==> config.mk <==
export PLATFORM = sky130hd
export DESIGN_NAME = can_frame_error_node
export DESIGN_NICKNAME = d
export VERILOG_FILES = /design/src/rtl/can_node_pkg.sv /design/src/rtl/can_err_counter.sv /design/src/rtl/can_frame_error_node.sv
export VERILOG_INCLUDE_DIRS = /design/src /design/src/rtl
export SDC_FILE = /design/constraint.sdc
export NUM_CORES = 2
export LEC_CHECK = 0
export BUFFER_PORTS_ARGS = -buffer_cell sky130_fd_sc_hd__buf_2
export CAP_MARGIN = 10
export CORE_ASPECT_RATIO = 0.5
export CORE_UTILIZATION = 58
export CTS_BUF_LIST = sky130_fd_sc_hd__clkbuf_2
export DETAILED_ROUTE_END_ITERATION = 10
export GPL_TIMING_DRIVEN = 0
export PLACE_DENSITY_LB_ADDON = 0.05
export SLEW_MARGIN = 20
export SYNTH_ARGS = -nofsm -noshare
export SYNTH_HDL_FRONTEND = slang
export SYNTH_SLANG_ARGS = --single-unit
==> constraint.sdc <==
create_clock -name i_clock -period 4.3 [get_ports i_clock]
set_input_delay 0.215 -clock i_clock [delete_from_list [all_inputs] [get_ports i_clock]]
set_output_delay 0.215 -clock i_clock [all_outputs]
set_load 0.01 [all_outputs]
==> src/rtl/can_node_consts.svh <==
`ifndef CAN_NODE_CONSTS_SVH
`define CAN_NODE_CONSTS_SVH
// Overview of operation
// data frame: 11-bit identifier, zero to eight bytes
// remote frame has no data, requests owner's frame
// smallest identifier wins; losers stop transmitting
// only standard frames accepted, extended frames ignored
// errors raise counters, successful frames lower them
// low counters: error-active, errors signalled dominantly
// above first limit: warning state, still operating
// above second limit: passive, no active flags
// bus-off: neither transmit nor receive anything
// detect protocol errors and flag them on bus
// node address 1 to 127, unique
// frames name content; any node may consume them
// data kept as indexed dictionary of objects
// multi-byte values sent least significant byte first
// identifier: function code bits 10-7, address below
// usual thresholds 96/128/256 and 128x11 recovery

`define ID_W 11
`define FUNC_W 4
`define ADDR_W 7
`define DLC_W 4
`define MAX_DLC 4'h8
`define CRC_POLY 15'h4599
`define CRC_LAST 7'h0e
`define ID_LAST 7'h0a
`define CTRL_LAST 7'h06
`define EOF_LAST 7'h06
`define FLAG_LAST 7'h05
`define IDLE_BITS 11
`define INTERMISSION_BITS 3
`define WARN_LIMIT 9'h060
`define PASSIVE_LIMIT 9'h080
`define BUSOFF_LIMIT 9'h100
`define TEC_ERR_STEP 9'h008
`define RECOVERY_SEQS 128
`define CLK_PERIOD_NS 20
`define BIT_TIME_NS 2000
`define BIT_CYCLES ((`BIT_TIME_NS + `CLK_PERIOD_NS - 1) / `CLK_PERIOD_NS)
`define DICT_DEPTH 16
`define INDEX_W 4

`endif

==> src/rtl/can_node_pkg.sv <==
package can_node_pkg;

    // fault confinement level of the node
    typedef enum logic [1:0] {ERR_ACTIVE, ERR_WARNING, ERR_PASSIVE, ERR_BUS_OFF} err_state_t;

    // frame field currently on the bus
    typedef enum logic [3:0] {
        F_IDLE, F_ID, F_CTRL, F_DATA, F_CRC, F_CRC_DELIM, F_ACK, F_ACK_DELIM,
        F_EOF, F_ERR_FLAG, F_WAIT
    } field_t;

endpackage : can_node_pkg

==> src/rtl/can_err_counter.sv <==
`timescale 1ns/1ps
`include "can_node_consts.svh"

module can_err_counter (
    input wire logic i_clock,
    input wire logic i_rst_n,
    input wire logic i_bit_en,
    input wire logic i_rx,
    input wire logic i_tx_err,
    input wire logic i_rx_err,
    input wire logic i_tx_ok,
    input wire logic i_rx_ok,
    output logic [8:0] o_tec,
    output logic [8:0] o_rec,
    output can_node_pkg::err_state_t o_err_state
);
    import can_node_pkg::*;

    logic [3:0] idle_run_q;
    logic [7:0] seq_q;
    logic run_done;
    logic recover;

    // bus-off recovery: 128 runs of 11 recessive bits
    assign run_done = i_bit_en && i_rx && (idle_run_q == 4'(`IDLE_BITS - 1));
    assign recover = (o_err_state == ERR_BUS_OFF) && run_done
        && (seq_q == 8'(`RECOVERY_SEQS - 1));

    // transmit counter, frozen while off the bus
    always_ff @(posedge i_clock or negedge i_rst_n)
    begin
        if (!i_rst_n)
            o_tec <= 9'h000;
        else if (recover)
            o_tec <= 9'h000;
        else if (o_err_state != ERR_BUS_OFF)
        begin
            if (i_tx_err)
                o_tec <= o_tec + `TEC_ERR_STEP;
            else if (i_tx_ok && o_tec != 9'h000)
                o_tec <= o_tec - 9'h001;
        end
    end

    // receive counter, saturating so it cannot wrap to a low level
    always_ff @(posedge i_clock or negedge i_rst_n)
    begin
        if (!i_rst_n)
            o_rec <= 9'h000;
        else if (recover)
            o_rec <= 9'h000;
        else if (o_err_state != ERR_BUS_OFF)
        begin
            if (i_rx_err && o_rec != 9'h0ff)
                o_rec <= o_rec + 9'h001;
            else if (i_rx_ok && o_rec != 9'h000)
                o_rec <= o_rec - 9'h001;
        end
    end

    // confinement state, bus-off sticky until recovery
    always_ff @(posedge i_clock or negedge i_rst_n)
    begin
        if (!i_rst_n)
            o_err_state <= ERR_ACTIVE;
        else if (recover)
            o_err_state <= ERR_ACTIVE;
        else if (o_err_state == ERR_BUS_OFF)
            o_err_state <= ERR_BUS_OFF;
        else if (o_tec >= `BUSOFF_LIMIT)
            o_err_state <= ERR_BUS_OFF;
        else if (o_tec >= `PASSIVE_LIMIT || o_rec >= `PASSIVE_LIMIT)
            o_err_state <= ERR_PASSIVE;
        else if (o_tec >= `WARN_LIMIT || o_rec >= `WARN_LIMIT)
            o_err_state <= ERR_WARNING;
        else
            o_err_state <= ERR_ACTIVE;
    end

    // recessive run and sequence counters, only used while off
    always_ff @(posedge i_clock or negedge i_rst_n)
    begin
        if (!i_rst_n)
        begin
            idle_run_q <= 4'h0;
            seq_q <= 8'h00;
        end
        else if (o_err_state != ERR_BUS_OFF)
        begin
            idle_run_q <= 4'h0;
            seq_q <= 8'h00;
        end
        else if (i_bit_en)
        begin
            idle_run_q <= (!i_rx || run_done) ? 4'h0 : idle_run_q + 4'h1;
            if (run_done)
                seq_q <= seq_q + 8'h01;
        end
    end

    tec_step_a: assert property (
        @(posedge i_clock) disable iff (!i_rst_n)
        (i_tx_err && o_err_state != ERR_BUS_OFF) |=> (o_tec == $past(o_tec) + 9'h008))
        else $error("transmit counter did not rise by eight");

    warn_level_a: assert property (
        @(posedge i_clock) disable iff (!i_rst_n)
        (o_err_state == ERR_WARNING) |->
        (($past(o_tec) >= 9'h060 || $past(o_rec) >= 9'h060)
        && $past(o_tec) < 9'h080 && $past(o_rec) < 9'h080))
        else $error("warning state without matching counter level");

    passive_level_a: assert property (
        @(posedge i_clock) disable iff (!i_rst_n)
        (o_err_state == ERR_PASSIVE) |-> ($past(o_tec) >= 9'h080 || $past(o_rec) >= 9'h080))
        else $error("passive state without counter above limit");

    busoff_entry_a: assert property (
        @(posedge i_clock) disable iff (!i_rst_n)
        (o_tec >= 9'h100 && o_err_state != ERR_BUS_OFF) |=> (o_err_state == ERR_BUS_OFF))
        else $error("counter above bus-off limit but node still on bus");

endmodule : can_err_counter

==> src/rtl/can_frame_error_node.sv <==
`timescale 1ns/1ps
`include "can_node_consts.svh"

module can_frame_error_node #(
    parameter int BIT_CYCLES = `BIT_CYCLES,
    parameter int DICT_DEPTH = `DICT_DEPTH,
    parameter int INDEX_W = `INDEX_W
) (
    input wire logic i_clock,
    input wire logic i_rst_n,
    input wire logic i_rx,
    input wire logic [`ADDR_W-1:0] i_node_addr,
    input wire logic i_dict_we,
    input wire logic [INDEX_W-1:0] i_dict_index,
    input wire logic [63:0] i_dict_wdata,
    input wire logic i_tx_req,
    input wire logic [`FUNC_W-1:0] i_tx_func,
    input wire logic [INDEX_W-1:0] i_tx_index,
    input wire logic [`DLC_W-1:0] i_tx_dlc,
    input wire logic i_tx_rtr,
    input wire logic [`FUNC_W-1:0] i_reply_func,
    input wire logic [INDEX_W-1:0] i_reply_index,
    input wire logic [`DLC_W-1:0] i_reply_dlc,
    output logic o_tx,
    output logic o_tx_busy,
    output logic o_tx_done,
    output logic o_rx_valid,
    output logic [`ID_W-1:0] o_rx_id,
    output logic o_rx_rtr,
    output logic [`DLC_W-1:0] o_rx_dlc,
    output logic [63:0] o_rx_data,
    output logic o_addr_fault,
    output can_node_pkg::err_state_t o_err_state,
    output logic [8:0] o_tec,
    output logic [8:0] o_rec
);
    import can_node_pkg::*;

    localparam int DIV_W = $clog2(BIT_CYCLES);

    // refuse sizes the logic cannot serve
    if (BIT_CYCLES < 4 || DICT_DEPTH < 1 || DICT_DEPTH > (2 ** INDEX_W))
    begin : g_bad_param
        $error("unsupported bit time or dictionary size");
    end

    // longer frames are clamped; a count above eight still means eight bytes
    function automatic logic [3:0] clamp_dlc(input logic [3:0] d);
        clamp_dlc = (d > `MAX_DLC) ? `MAX_DLC : d;
    endfunction : clamp_dlc

    function automatic logic [14:0] crc_step(input logic [14:0] c, input logic b);
        crc_step = {c[13:0], 1'b0} ^ ((b ^ c[14]) ? `CRC_POLY : 15'h0000);
    endfunction : crc_step

    logic [DIV_W-1:0] div_q;
    logic bit_en_q;
    logic [63:0] dict_mem [DICT_DEPTH];
    logic [`ID_W-1:0] pend_id_q;
    logic pend_rtr_q;
    logic [3:0] pend_dlc_q;
    logic [63:0] pend_data_q;
    logic reply_q;
    field_t fld_q, fld_d;
    logic [6:0] cnt_q, cnt_d;
    logic tx_act_q, tx_act_d;
    logic wait_short_q, wait_short_d;
    logic [14:0] crc_q, crc_d;
    logic crc_bad_q;
    logic [`ID_W-1:0] rx_id_q;
    logic rx_rtr_q;
    logic [3:0] rx_dlc_q;
    logic [63:0] rx_data_q;
    logic tx_d, err_now, lose, skip, frame_ok, start, bus_off;
    logic [3:0] dlc_now;
    logic tx_err, rx_err, tx_ok, rx_ok;

    // bit-rate enable; no resync to edges, so nodes must share a tight clock
    always_ff @(posedge i_clock or negedge i_rst_n)
    begin
        if (!i_rst_n)
        begin
            div_q <= '0;
            bit_en_q <= 1'b0;
        end
        else
        begin
            bit_en_q <= (div_q == DIV_W'(BIT_CYCLES - 1));
            div_q <= (div_q == DIV_W'(BIT_CYCLES - 1)) ? '0 : div_q + DIV_W'(1);
        end
    end

    // object dictionary, one eight-byte object per index
    always_ff @(posedge i_clock)
    begin
        if (i_dict_we && int'(i_dict_index) < DICT_DEPTH)
            dict_mem[i_dict_index] <= i_dict_wdata;
    end

    // address 0 is reserved for the master; such a slave never starts a frame of its own
    always_ff @(posedge i_clock or negedge i_rst_n)
    begin
        if (!i_rst_n)
            o_addr_fault <= 1'b1;
        else
            o_addr_fault <= (i_node_addr == 7'h00);
    end

    // pending frame; retried after loss or error until it succeeds
    always_ff @(posedge i_clock or negedge i_rst_n)
    begin
        if (!i_rst_n)
        begin
            o_tx_busy <= 1'b0;
            pend_id_q <= '0;
            pend_rtr_q <= 1'b0;
            pend_dlc_q <= 4'h0;
            pend_data_q <= 64'h0;
        end
        else if (tx_ok)
            o_tx_busy <= 1'b0;
        else if (!o_tx_busy && i_tx_req)
        begin
            o_tx_busy <= 1'b1;
            pend_id_q <= {i_tx_func, i_node_addr};
            pend_rtr_q <= i_tx_rtr;
            pend_dlc_q <= clamp_dlc(i_tx_dlc);
            pend_data_q <= i_tx_rtr ? 64'h0 : dict_mem[i_tx_index];
        end
        else if (!o_tx_busy && reply_q)
        begin
            o_tx_busy <= 1'b1;
            pend_id_q <= {i_reply_func, i_node_addr};
            pend_rtr_q <= 1'b0;
            pend_dlc_q <= clamp_dlc(i_reply_dlc);
            pend_data_q <= dict_mem[i_reply_index];
        end
    end

    // remote request for our reply object; set wins over the load
    always_ff @(posedge i_clock or negedge i_rst_n)
    begin
        if (!i_rst_n)
            reply_q <= 1'b0;
        else if (rx_ok && rx_rtr_q && !o_addr_fault && rx_id_q == {i_reply_func, i_node_addr})
            reply_q <= 1'b1;
        else if (!o_tx_busy && !i_tx_req)
            reply_q <= 1'b0;
    end

    // frame sequencing and error detection, one decision per bit
    always_comb
    begin
        fld_d = fld_q;
        cnt_d = cnt_q + 7'h01;
        tx_act_d = tx_act_q;
        wait_short_d = wait_short_q;
        err_now = 1'b0;
        lose = 1'b0;
        skip = 1'b0;
        frame_ok = 1'b0;
        bus_off = (o_err_state == ERR_BUS_OFF);
        dlc_now = clamp_dlc({rx_dlc_q[2:0], i_rx});
        start = (fld_q == F_IDLE) && i_rx && o_tx_busy && !o_addr_fault && !bus_off;
        case (fld_q)
            F_IDLE:
            begin
                cnt_d = 7'h00;
                if (!i_rx && !bus_off)
                begin
                    fld_d = F_ID;
                    tx_act_d = !o_tx;
                end
            end
            F_ID, F_CTRL:
            begin
                if (fld_q == F_CTRL && cnt_q == 7'h01 && i_rx && !tx_act_q)
                    skip = 1'b1;
                else if (tx_act_q && o_tx && !i_rx && (fld_q == F_ID || cnt_q == 7'h00))
                    lose = 1'b1;
                else if (tx_act_q && o_tx != i_rx)
                    err_now = 1'b1;
                if (fld_q == F_ID && cnt_q == `ID_LAST)
                begin
                    fld_d = F_CTRL;
                    cnt_d = 7'h00;
                end
                else if (fld_q == F_CTRL && cnt_q == `CTRL_LAST)
                begin
                    fld_d = (rx_rtr_q || dlc_now == 4'h0) ? F_CRC : F_DATA;
                    cnt_d = 7'h00;
                end
            end
            F_DATA, F_CRC:
            begin
                if (tx_act_q && o_tx != i_rx)
                    err_now = 1'b1;
                if (fld_q == F_DATA && cnt_q == {rx_dlc_q, 3'h7} - 7'h08)
                begin
                    fld_d = F_CRC;
                    cnt_d = 7'h00;
                end
                else if (fld_q == F_CRC && cnt_q == `CRC_LAST)
                    fld_d = F_CRC_DELIM;
            end
            F_CRC_DELIM:
            begin
                err_now = !i_rx || (!tx_act_q && crc_bad_q);
                fld_d = F_ACK;
            end
            F_ACK:
            begin
                err_now = tx_act_q && i_rx;
                fld_d = F_ACK_DELIM;
            end
            F_ACK_DELIM, F_EOF:
            begin
                err_now = !i_rx;
                if (fld_q == F_ACK_DELIM)
                begin
                    fld_d = F_EOF;
                    cnt_d = 7'h00;
                end
                else if (cnt_q == `EOF_LAST)
                begin
                    frame_ok = 1'b1;
                    fld_d = F_WAIT;
                    cnt_d = 7'h00;
                    wait_short_d = 1'b1;
                end
            end
            F_ERR_FLAG:
            begin
                if (cnt_q == `FLAG_LAST)
                begin
                    fld_d = F_WAIT;
                    cnt_d = 7'h00;
                    wait_short_d = 1'b0;
                end
            end
            F_WAIT:
            begin
                if (!i_rx && wait_short_q && !bus_off)
                begin
                    fld_d = F_ID; // a dominant bit during intermission is taken as another node's start bit
                    cnt_d = 7'h00;
                    tx_act_d = 1'b0;
                end
                else if (!i_rx)
                    cnt_d = 7'h00;
                else if (cnt_q == (wait_short_q ? 7'(`INTERMISSION_BITS - 1)
                                                : 7'(`IDLE_BITS - 1)))
                    fld_d = F_IDLE;
            end
            default:
                fld_d = F_IDLE;
        endcase
        if (lose)
            tx_act_d = 1'b0;
        if (frame_ok)
            tx_act_d = 1'b0;
        if (skip)
        begin
            fld_d = F_WAIT;
            cnt_d = 7'h00;
            wait_short_d = 1'b0;
        end
        if (err_now)
        begin
            fld_d = F_ERR_FLAG;
            cnt_d = 7'h00;
            tx_act_d = 1'b0;
        end
    end

    // crc runs over the bus level from start bit to data end
    always_comb
    begin
        case (fld_q)
            F_ID, F_CTRL, F_DATA: crc_d = crc_step(crc_q, i_rx);
            F_IDLE, F_WAIT: crc_d = 15'h0000;
            default: crc_d = crc_q;
        endcase
    end

    // level to drive during the next bit
    always_comb
    begin
        case (fld_d)
            F_IDLE: tx_d = !start;
            F_ID: tx_d = !tx_act_d || pend_id_q[4'ha - cnt_d[3:0]];
            F_CTRL:
                if (!tx_act_d)
                    tx_d = 1'b1;
                else if (cnt_d == 7'h00)
                    tx_d = pend_rtr_q;
                else if (cnt_d < 7'h03)
                    tx_d = 1'b0;
                else
                    tx_d = pend_dlc_q[2'(7'h06 - cnt_d)];
            F_DATA: tx_d = !tx_act_d || pend_data_q[{cnt_d[5:3], ~cnt_d[2:0]}];
            F_CRC: tx_d = !tx_act_d || crc_d[4'he - cnt_d[3:0]];
            F_ACK: tx_d = tx_act_d || crc_bad_q || bus_off;
            F_ERR_FLAG: tx_d = (o_err_state == ERR_PASSIVE) || bus_off;
            default: tx_d = 1'b1;
        endcase
    end

    assign tx_err = bit_en_q && err_now && tx_act_q;
    assign rx_err = bit_en_q && err_now && !tx_act_q;
    assign tx_ok = bit_en_q && frame_ok && tx_act_q;
    assign rx_ok = bit_en_q && frame_ok && !tx_act_q;

    // frame state, advanced once per bit
    always_ff @(posedge i_clock or negedge i_rst_n)
    begin
        if (!i_rst_n)
        begin
            fld_q <= F_WAIT; // join only after an idle bus is seen
            cnt_q <= 7'h00;
            tx_act_q <= 1'b0;
            wait_short_q <= 1'b0;
            crc_q <= 15'h0000;
            o_tx <= 1'b1;
        end
        else if (bit_en_q)
        begin
            fld_q <= fld_d;
            cnt_q <= cnt_d;
            tx_act_q <= tx_act_d;
            wait_short_q <= wait_short_d;
            crc_q <= crc_d;
            o_tx <= tx_d;
        end
    end

    // capture of the received fields
    always_ff @(posedge i_clock or negedge i_rst_n)
    begin
        if (!i_rst_n)
        begin
            rx_id_q <= '0;
            rx_rtr_q <= 1'b0;
            rx_dlc_q <= 4'h0;
            rx_data_q <= 64'h0;
            crc_bad_q <= 1'b0;
        end
        else if (bit_en_q)
        begin
            case (fld_q)
                F_IDLE, F_WAIT:
                begin
                    rx_data_q <= 64'h0;
                    crc_bad_q <= 1'b0;
                end
                F_ID: rx_id_q <= {rx_id_q[9:0], i_rx};
                F_CTRL:
                    if (cnt_q == 7'h00)
                        rx_rtr_q <= i_rx;
                    else if (cnt_q >= 7'h03)
                        rx_dlc_q <= (cnt_q == `CTRL_LAST) ? dlc_now : {rx_dlc_q[2:0], i_rx};
                F_DATA: rx_data_q[{cnt_q[5:3], ~cnt_q[2:0]}] <= i_rx;
                F_CRC:
                    if (i_rx != crc_q[4'he - cnt_q[3:0]])
                        crc_bad_q <= 1'b1;
                default: crc_bad_q <= crc_bad_q;
            endcase
        end
    end

    // every good frame from others is offered; the user filters by content
    always_ff @(posedge i_clock or negedge i_rst_n)
    begin
        if (!i_rst_n)
        begin
            o_rx_valid <= 1'b0;
            o_tx_done <= 1'b0;
            o_rx_id <= '0;
            o_rx_rtr <= 1'b0;
            o_rx_dlc <= 4'h0;
            o_rx_data <= 64'h0;
        end
        else
        begin
            o_rx_valid <= rx_ok;
            o_tx_done <= tx_ok;
            if (rx_ok)
            begin
                o_rx_id <= rx_id_q;
                o_rx_rtr <= rx_rtr_q;
                o_rx_dlc <= rx_dlc_q;
                o_rx_data <= rx_data_q;
            end
        end
    end

    can_err_counter u_err (
        .i_clock(i_clock),
        .i_rst_n(i_rst_n),
        .i_bit_en(bit_en_q),
        .i_rx(i_rx),
        .i_tx_err(tx_err),
        .i_rx_err(rx_err),
        .i_tx_ok(tx_ok),
        .i_rx_ok(rx_ok),
        .o_tec(o_tec),
        .o_rec(o_rec),
        .o_err_state(o_err_state)
    );

    arb_loss_a: assert property (
        @(posedge i_clock) disable iff (!i_rst_n)
        (bit_en_q && lose) |=> (!tx_act_q && o_tx))
        else $error("node kept driving after losing arbitration");

    ext_reject_a: assert property (
        @(posedge i_clock) disable iff (!i_rst_n)
        (bit_en_q && fld_q == F_CTRL && cnt_q == 7'h01 && i_rx && !tx_act_q)
        |=> (fld_q == F_WAIT && !o_rx_valid))
        else $error("extended frame was not dropped");

    busoff_quiet_a: assert property (
        @(posedge i_clock) disable iff (!i_rst_n)
        (o_err_state == ERR_BUS_OFF && fld_q != F_ERR_FLAG) |-> (o_tx && !o_rx_valid))
        else $error("bus-off node touched the bus");

    active_flag_a: assert property (
        @(posedge i_clock) disable iff (!i_rst_n)
        (bit_en_q && err_now && (o_err_state == ERR_ACTIVE || o_err_state == ERR_WARNING))
        |=> (!o_tx && fld_q == F_ERR_FLAG))
        else $error("active node did not drive a dominant error flag");

    passive_flag_a: assert property (
        @(posedge i_clock) disable iff (!i_rst_n)
        (bit_en_q && err_now && o_err_state == ERR_PASSIVE) |=> o_tx)
        else $error("passive node drove a dominant error flag");

    addr_guard_a: assert property (
        @(posedge i_clock) disable iff (!i_rst_n)
        (bit_en_q && fld_q == F_IDLE && i_rx && o_addr_fault) |=> o_tx)
        else $error("node with invalid address started a frame");

    tx_done_c: cover property (@(posedge i_clock) disable iff (!i_rst_n) o_tx_done);
    arb_lost_c: cover property (@(posedge i_clock) disable iff (!i_rst_n) bit_en_q && lose);
    rx_frame_c: cover property (@(posedge i_clock) disable iff (!i_rst_n) o_rx_valid);
    bus_off_c: cover property (@(posedge i_clock) disable iff (!i_rst_n)
        o_err_state == ERR_BUS_OFF);

endmodule : can_frame_error_node

Yosys cells after proc, flatten, opt, wreduce, memory -nomap -nowiden

Memory sizes are Yosys's and may differ from the RTL's.
Cells that the tools add are included.

Word-level logic and storage cells: 312
Memories: 1
Register bits: 315
RAM bits: 1024
Bits of input ports: 105
Latch bits: 0
ROM bits: 0

Memories:

| name     | depth | bits a word | read ports | clocked after Yosys merged registers in | write ports | line                       | text |
|---|---|---|---|---|---|---|---|
| dict_mem | 16    | 64          | 2          | 0                                       | 1           | can_frame_error_node.sv:58 | `logic [63:0] dict_mem [DICT_DEPTH];` |

Equal/unequal tests: 37
Shifts and indexed selects: 0
$lt $le $gt $ge: 17
Reductions and logical operators: 95
$mul: 0
Add/sub/neg operators: 13
Div/mod/pow operators: 0
Bitwise logic cells: 6
Multiplexer cells: 112

Operators by type and width:

| cell                                                        | count |
|---|---|
| 2-to-1 mux 64 bit                                           | 3 |
| one-hot mux 64 bit (2 select lines)                         | 1 |
| 2-to-1 mux 4 bit                                            | 23 |
| 2-to-1 mux 7 bit                                            | 11 |
| 2-to-1 mux 9 bit                                            | 8 |
| bitwise mux 64 bit                                          | 1 |
| one-hot mux 7 bit (6 select lines)                          | 1 |
| logical AND 1 bit                                           | 40 |
| 2-to-1 mux 1 bit                                            | 40 |
| one-hot mux 4 bit (8 select lines)                          | 1 |
| one-hot mux 15 bit (2 select lines)                         | 1 |
| == test 4 x 3 -> 1 bit (second input constant)              | 6 |
| 2-to-1 mux 8 bit                                            | 3 |
| 2-to-1 mux 11 bit                                           | 2 |
| zero test 7 bit                                             | 3 |
| == test 4 bit (second input constant)                       | 5 |
| >= comparator 9 x 7 -> 1 bit (second input constant)        | 2 |
| >= comparator 9 x 8 -> 1 bit (second input constant)        | 2 |
| nonzero test 9 bit                                          | 2 |
| subtractor 9 x 1 -> 9 bit (second input constant)           | 2 |
| == test 4 x 2 -> 1 bit (second input constant)              | 4 |
| less-than comparator 4 x 5 -> 1 bit (second input constant) | 3 |
| 2-to-1 mux 15 bit                                           | 1 |
| XOR 15 bit                                                  | 1 |
| 53 further kinds                                            | 114 |

Longest topological paths before layout

Depth after elaboration: 15
Gate-level depth with buffers: 18

Cells and area by module

Synthesis repeated with hierarchy kept, for this count alone.

Cells, all modules: 3660
Area total of the unflattened synthesis: 62259.7 µm²

By module, submodules not included:

| module               | area an instance (µm²) | cells an instance | instances |
|---|---|---|---|
| can_frame_error_node | 60210.2                | 3436              | 1 |
| can_err_counter      | 2049.5                 | 224               | 1 |

Least setup slack after synthesis

No wires, ideal clock.

Path kind: input port to flip-flop
Start: input port i_dict_index[2]
End: memory dict_mem[0][0], enable pin
Setup time: 0.565 ns
Cell stages on the path: 2
Data arrival time: 5.078 ns
Slack: -1.344 ns
Path buffers: 0
Cell sequence: or3b_2 -> nor3_1

RTL lines:

| item        | line                       | text |
|---|---|---|
| from (decl) | can_frame_error_node.sv:14 | `input wire logic [INDEX_W-1:0] i_dict_index,` |
| to (decl)   | can_frame_error_node.sv:58 |  |

No word-level cell before the write port.

Worst setup path in the final report

Start: register cnt_q[0]
End: register o_tx

Longest elaborated chain between the ends: 15
Elaborated cells between the ends (all ways): 87

RTL lines:

| item                                                                          | line                        | text |
|---|---|---|
| from (decl)                                                                   | can_frame_error_node.sv:65  | `logic [6:0] cnt_q, cnt_d;` |
| from (signal assigned)                                                        | can_frame_error_node.sv:329 | `cnt_q <= cnt_d;` |
| parallel branches: the longest is 14 deep, another holds adder 7 x 1 -> 7 bit | n/a                         |  |
| one-hot mux 1 bit (7 select lines) (*)                                        | can_frame_error_node.sv:289 | `case (fld_d)` |
| to (signal assigned)                                                          | can_frame_error_node.sv:333 | `o_tx <= tx_d;` |
| to (decl)                                                                     | can_frame_error_node.sv:24  | `output logic o_tx,` |

Mark *: on every way between the ends. The select of a mux whose other input is x is not followed.
A chain may end at the register's enable or synchronous reset.

==> impl_metrics.csv <==
group,metric,value,unit
outcome,run_status,"complete, but fails checks",
outcome,violations,"design-rule violations, negative hold slack, negative setup slack",
clocking,cts.sinks,1339,
setup_path,cp.arrival,5.94,ns
detailed_routing,viasPerCell,6.69,
placement,dpl_worst_slack,-1.58,ns
setup_path,cp-startpoint,"cnt_q[0]",
die,dieWidth,464,um
clocking,cts_buffers,309,
clocking,clk_latency,1.76,ns
timing,worstMarginPinSlew,1.27,ns
synthesis,yosys.cell_types.count,83,
detailed_routing,ant_nets,0,
setup_path,r2r_start,"cnt_q[0]",
setup_path,critPathTopFamily,"buffers and inverters",
placement,placedCellCount,5335,
timing,timing.final.crit_period,4.41,ns
synthesis,ys_ff_latch,1339,
timing,fin_ws,-0.108,ns
timing,skew,0.171,ns
run,max_cap_violations,0,
detailed_routing,remaining_drc_errors,34,
setup_path,critical-path-slowest-cell,"xnor2_1",
setup_path,cp.required,5.83,ns
clocking,cts_tree,"built",
timing,period_share,1.03,
setup_path,cp_cell_sequence,"buf_4, and3_1, clkbuf_1, xnor2_1, clkbuf_1, nand4_1, a21oi_1, or4_1, o2111ai_1, nand4_1",
die,ios,210,
timing,rsz0062_at_grt,"true",
synthesis,netlist_instances,3629,
detailed_routing,drt_iter0_markers,5872,
setup_path,critPathBufInv,3,
timing,final_max_slew_viol_count,0,
synthesis,ys.flop_type,"edfxtp_1",
synthesis,syn_nets,3756,
placement,dp_hpwl,123000,um
grt,grt_max_degree,93,
clocking,cts_root_buf,"clkbuf_2",
pwr,power.leakage,26.1,nW
pwr,ir_drop,0.279,mV
setup_path,cp-start-kind,"flip-flop",
setup_path,cp_max_fo,10,
synthesis,avgSynthCellArea,17.1,um^2
worst_hold_path,hold_class,"in2reg",
placement,globalplace.congestion,0.916,
synthesis,synth_sequential_area_ratio,0.623,
synthesis,synth_edf_count,1024,
setup_path,crit_path_max_incr_delay,1.00,ns
timing,finalHoldViolCount,1,
timing,setup_violations,1,
grt,grtUsageMet3,0.109,
grt,gr-usage-met1,0.498,
die,num_rows,84,
pwr,power_density,344,mW/mm^2
synthesis,yosys_warnings,0,
timing,fmax,0.227,GHz
grt,grt_util_all_layers,0.353,
grt,antenna_found_initial,8,
cells_and_area,final_nets,4630,
setup_path,worstSetupPathType,"reg2reg",
die,fp.dieH,233,um
synthesis,synthTopCellsByArea,"edfxtp_1, mux4_2, dfrtp_1",
grt,met2_usage,0.527,
placement,place_area,0.0668,mm^2
grt,top_usage_layer,"met2",
synthesis,synth_area_leader_cell,"edfxtp_1",
cells_and_area,postLayoutCoreUtil,0.686,
die,dieArea,0.108,mm^2
cells_and_area,area_growth,16.8,%
synthesis,async_flop_share,0.235,
clocking,htreeDepth,5,
detailed_routing,wl,187000,um
grt,grt_first_pass_wirelength,273000,um
synthesis,synth_top_area_frac,0.496,
cells_and_area,drive_gt1_frac,0.337,
detailed_routing,drt_pre_antenna_iters,9,
clocking,cts_buffer_depth,4,
setup_path,worst_setup_path_end_kind,"flip-flop",
cells_and_area,final_cells,6141,
grt,grt-ovfl-total,0,
grt,grt_pass1_vias,41400,
detailed_routing,vias,41100,
die,core-area,0.106,mm^2
timing,holdWs,-0.0159,ns
timing,slew_headroom,0.145,
clocking,clk_pin_slew,0.13,ns
synthesis,syn-cell-area,0.0620,mm^2
cells_and_area,design_area,0.0724,mm^2
worst_hold_path,min_from,"i_tx_index[0]",
detailed_routing,routedWlPerCell,30.5,um
placement,io_buffers,200,
die,start_util,0.587,
==> stage by stage <==
stage / setup TNS (ns) / power [mW]
2_1_floorplan: 0 / 15.9
3_3_place_gp: -4437.25 / 16.7
3_5_place_dp: -2.84 / 16.8
4_1_cts: 0 / 24.9
5_1_grt: -0.0315 / 25.7
6_report: -0.108 / 24.9
==> logic make-up (layout without fill, tap and decap cells) <==
group | after synthesis | after routing | share of synthesized area
xor gates and xnor gates | 59 | 59 | 0.00834
other | 0 | 13 | 0
adders and majority gates | 22 | 22 | 0.00456
DFF | 1339 | 1339 | 0.623
muxes | 705 | 705 | 0.246
AOI/OAI and AO/OA | 531 | 531 | 0.0507
buffers and inverters | 294 | 1374 | 0.0184
and+or+nand+nor | 679 | 679 | 0.0483
==> worst paths after layout <==
check                      cells past startpoint  slack [ns]              end
setup / recovery                              10       -0.11             o_tx
hold / removal                                 6       -0.02  pend_data_q[11]
setup reg to reg                              10       -0.11             o_tx
hold reg to reg                                2        0.48    o_rx_data[38]
max in group asynchronous                      6        3.23   pend_data_q[0]
min in group asynchronous                      5        0.20   u_err.o_rec[5]
==> routing by layer <==
metal / vias to the layer above / wire, um / share of wire
met2: 2886 / 85000 / 0.45
met1: 21000 / 71700 / 0.38
met4: 4 / 5150 / 0.028
met3: 397 / 25000 / 0.13
met5: - / 115 / 0.00061
li1: 16800 / - / -
==> where the power goes <==
group / total, mW / switching, mW / internal (mW)
combinational: 2.39 / 1.22 / 1.17
sequential: 14.4 / 0.157 / 14.2
clock: 8.08 / 5.18 / 2.90
total: 24.9 / 6.56 / 18.3
==> tightest hold or removal path, stage by stage <==
cell and delay (ns):
clkbuf_1 0.16, clkbuf_2 0.37, mux4_2 0.46, mux4_2 0.24, a22oi_1 0.08, a21oi_1 0.14
==> cell usage in the layout (no fill, tap or decap), types with 7 or more instances in the layout <==
master	count
nand4_1	10
nor2b_1	11
a21oi_1	169
inv_1	24
edfxtp_1	1024
nor3_2	7
a22oi_1	71
mux2i_1	28
dfrtp_1	310
nor2_4	14
a22o_1	11
buf_8	23
buf_12	21
buf_2	229
and2_1	10
and3_1	13
mux2_2	24
nor3_1	18
xnor2_1	31
clkbuf_1	160
nor2_1	157
buf_1	18
clkbuf_2	501
buf_16	38
xor2_1	27
o211ai_1	8
clkinv_1	50
buf_6	7
ha_1	19
dlygate4sd3_1	269
buf_4	13
a211oi_1	7
a31oi_1	17
o21ai_0	184
nor4_1	9
nand2b_1	15
nand3_1	39
mux4_2	653
diode_2	13
nand2_1	331
==> state kept, by name, indices dropped and copies added (netlist names), 9 cells and up <==
name	cells
crc_q	15
dict_mem	1024
pend_data_q	64
o_rx_id	11
pend_id_q	11
u_err.o_rec	9
u_err.o_tec	9
rx_id_q	11
o_rx_data	64
rx_data_q	64
==> layout make-up <==
class                           instances  area, um^2
Clock buffer                          454        2270
Fill cell                            7190       33100
Timing Repair Buffer                  567        5650
Multi-Input combinational cell       1996       22500
Tap cell                             1419        1780
Sequential cell                      1339       38600
Antenna cell                           13        32.5
Buffer                                261        1120
Inverter                               29         139
Clock inverter                         63         300
==> cell usage after synthesis (21+ instances only) <==
cell type and count:
edfxtp_1 1024, mux4_2 653, nand2_1 331, dfrtp_1 311, clkbuf_1 192, o21ai_0 184
nor2_1 171, a21oi_1 169, a22oi_1 71, buf_1 61, nand3_1 39, xnor2_1 31
mux2i_1 28, xor2_1 28, nor3_1 27, inv_1 24, mux2_2 24, ha_1 21
==> repair_timing <==
item                       4_1_cts  5_1_grt
hold buffers                   270        0
buffers inserted                 8        0
resized for setup               22       19
setup endpoints to repair       21        2
hold endpoints to repair      2564        0
pin swaps                        4        1
(Power assumes the default switching activity.)
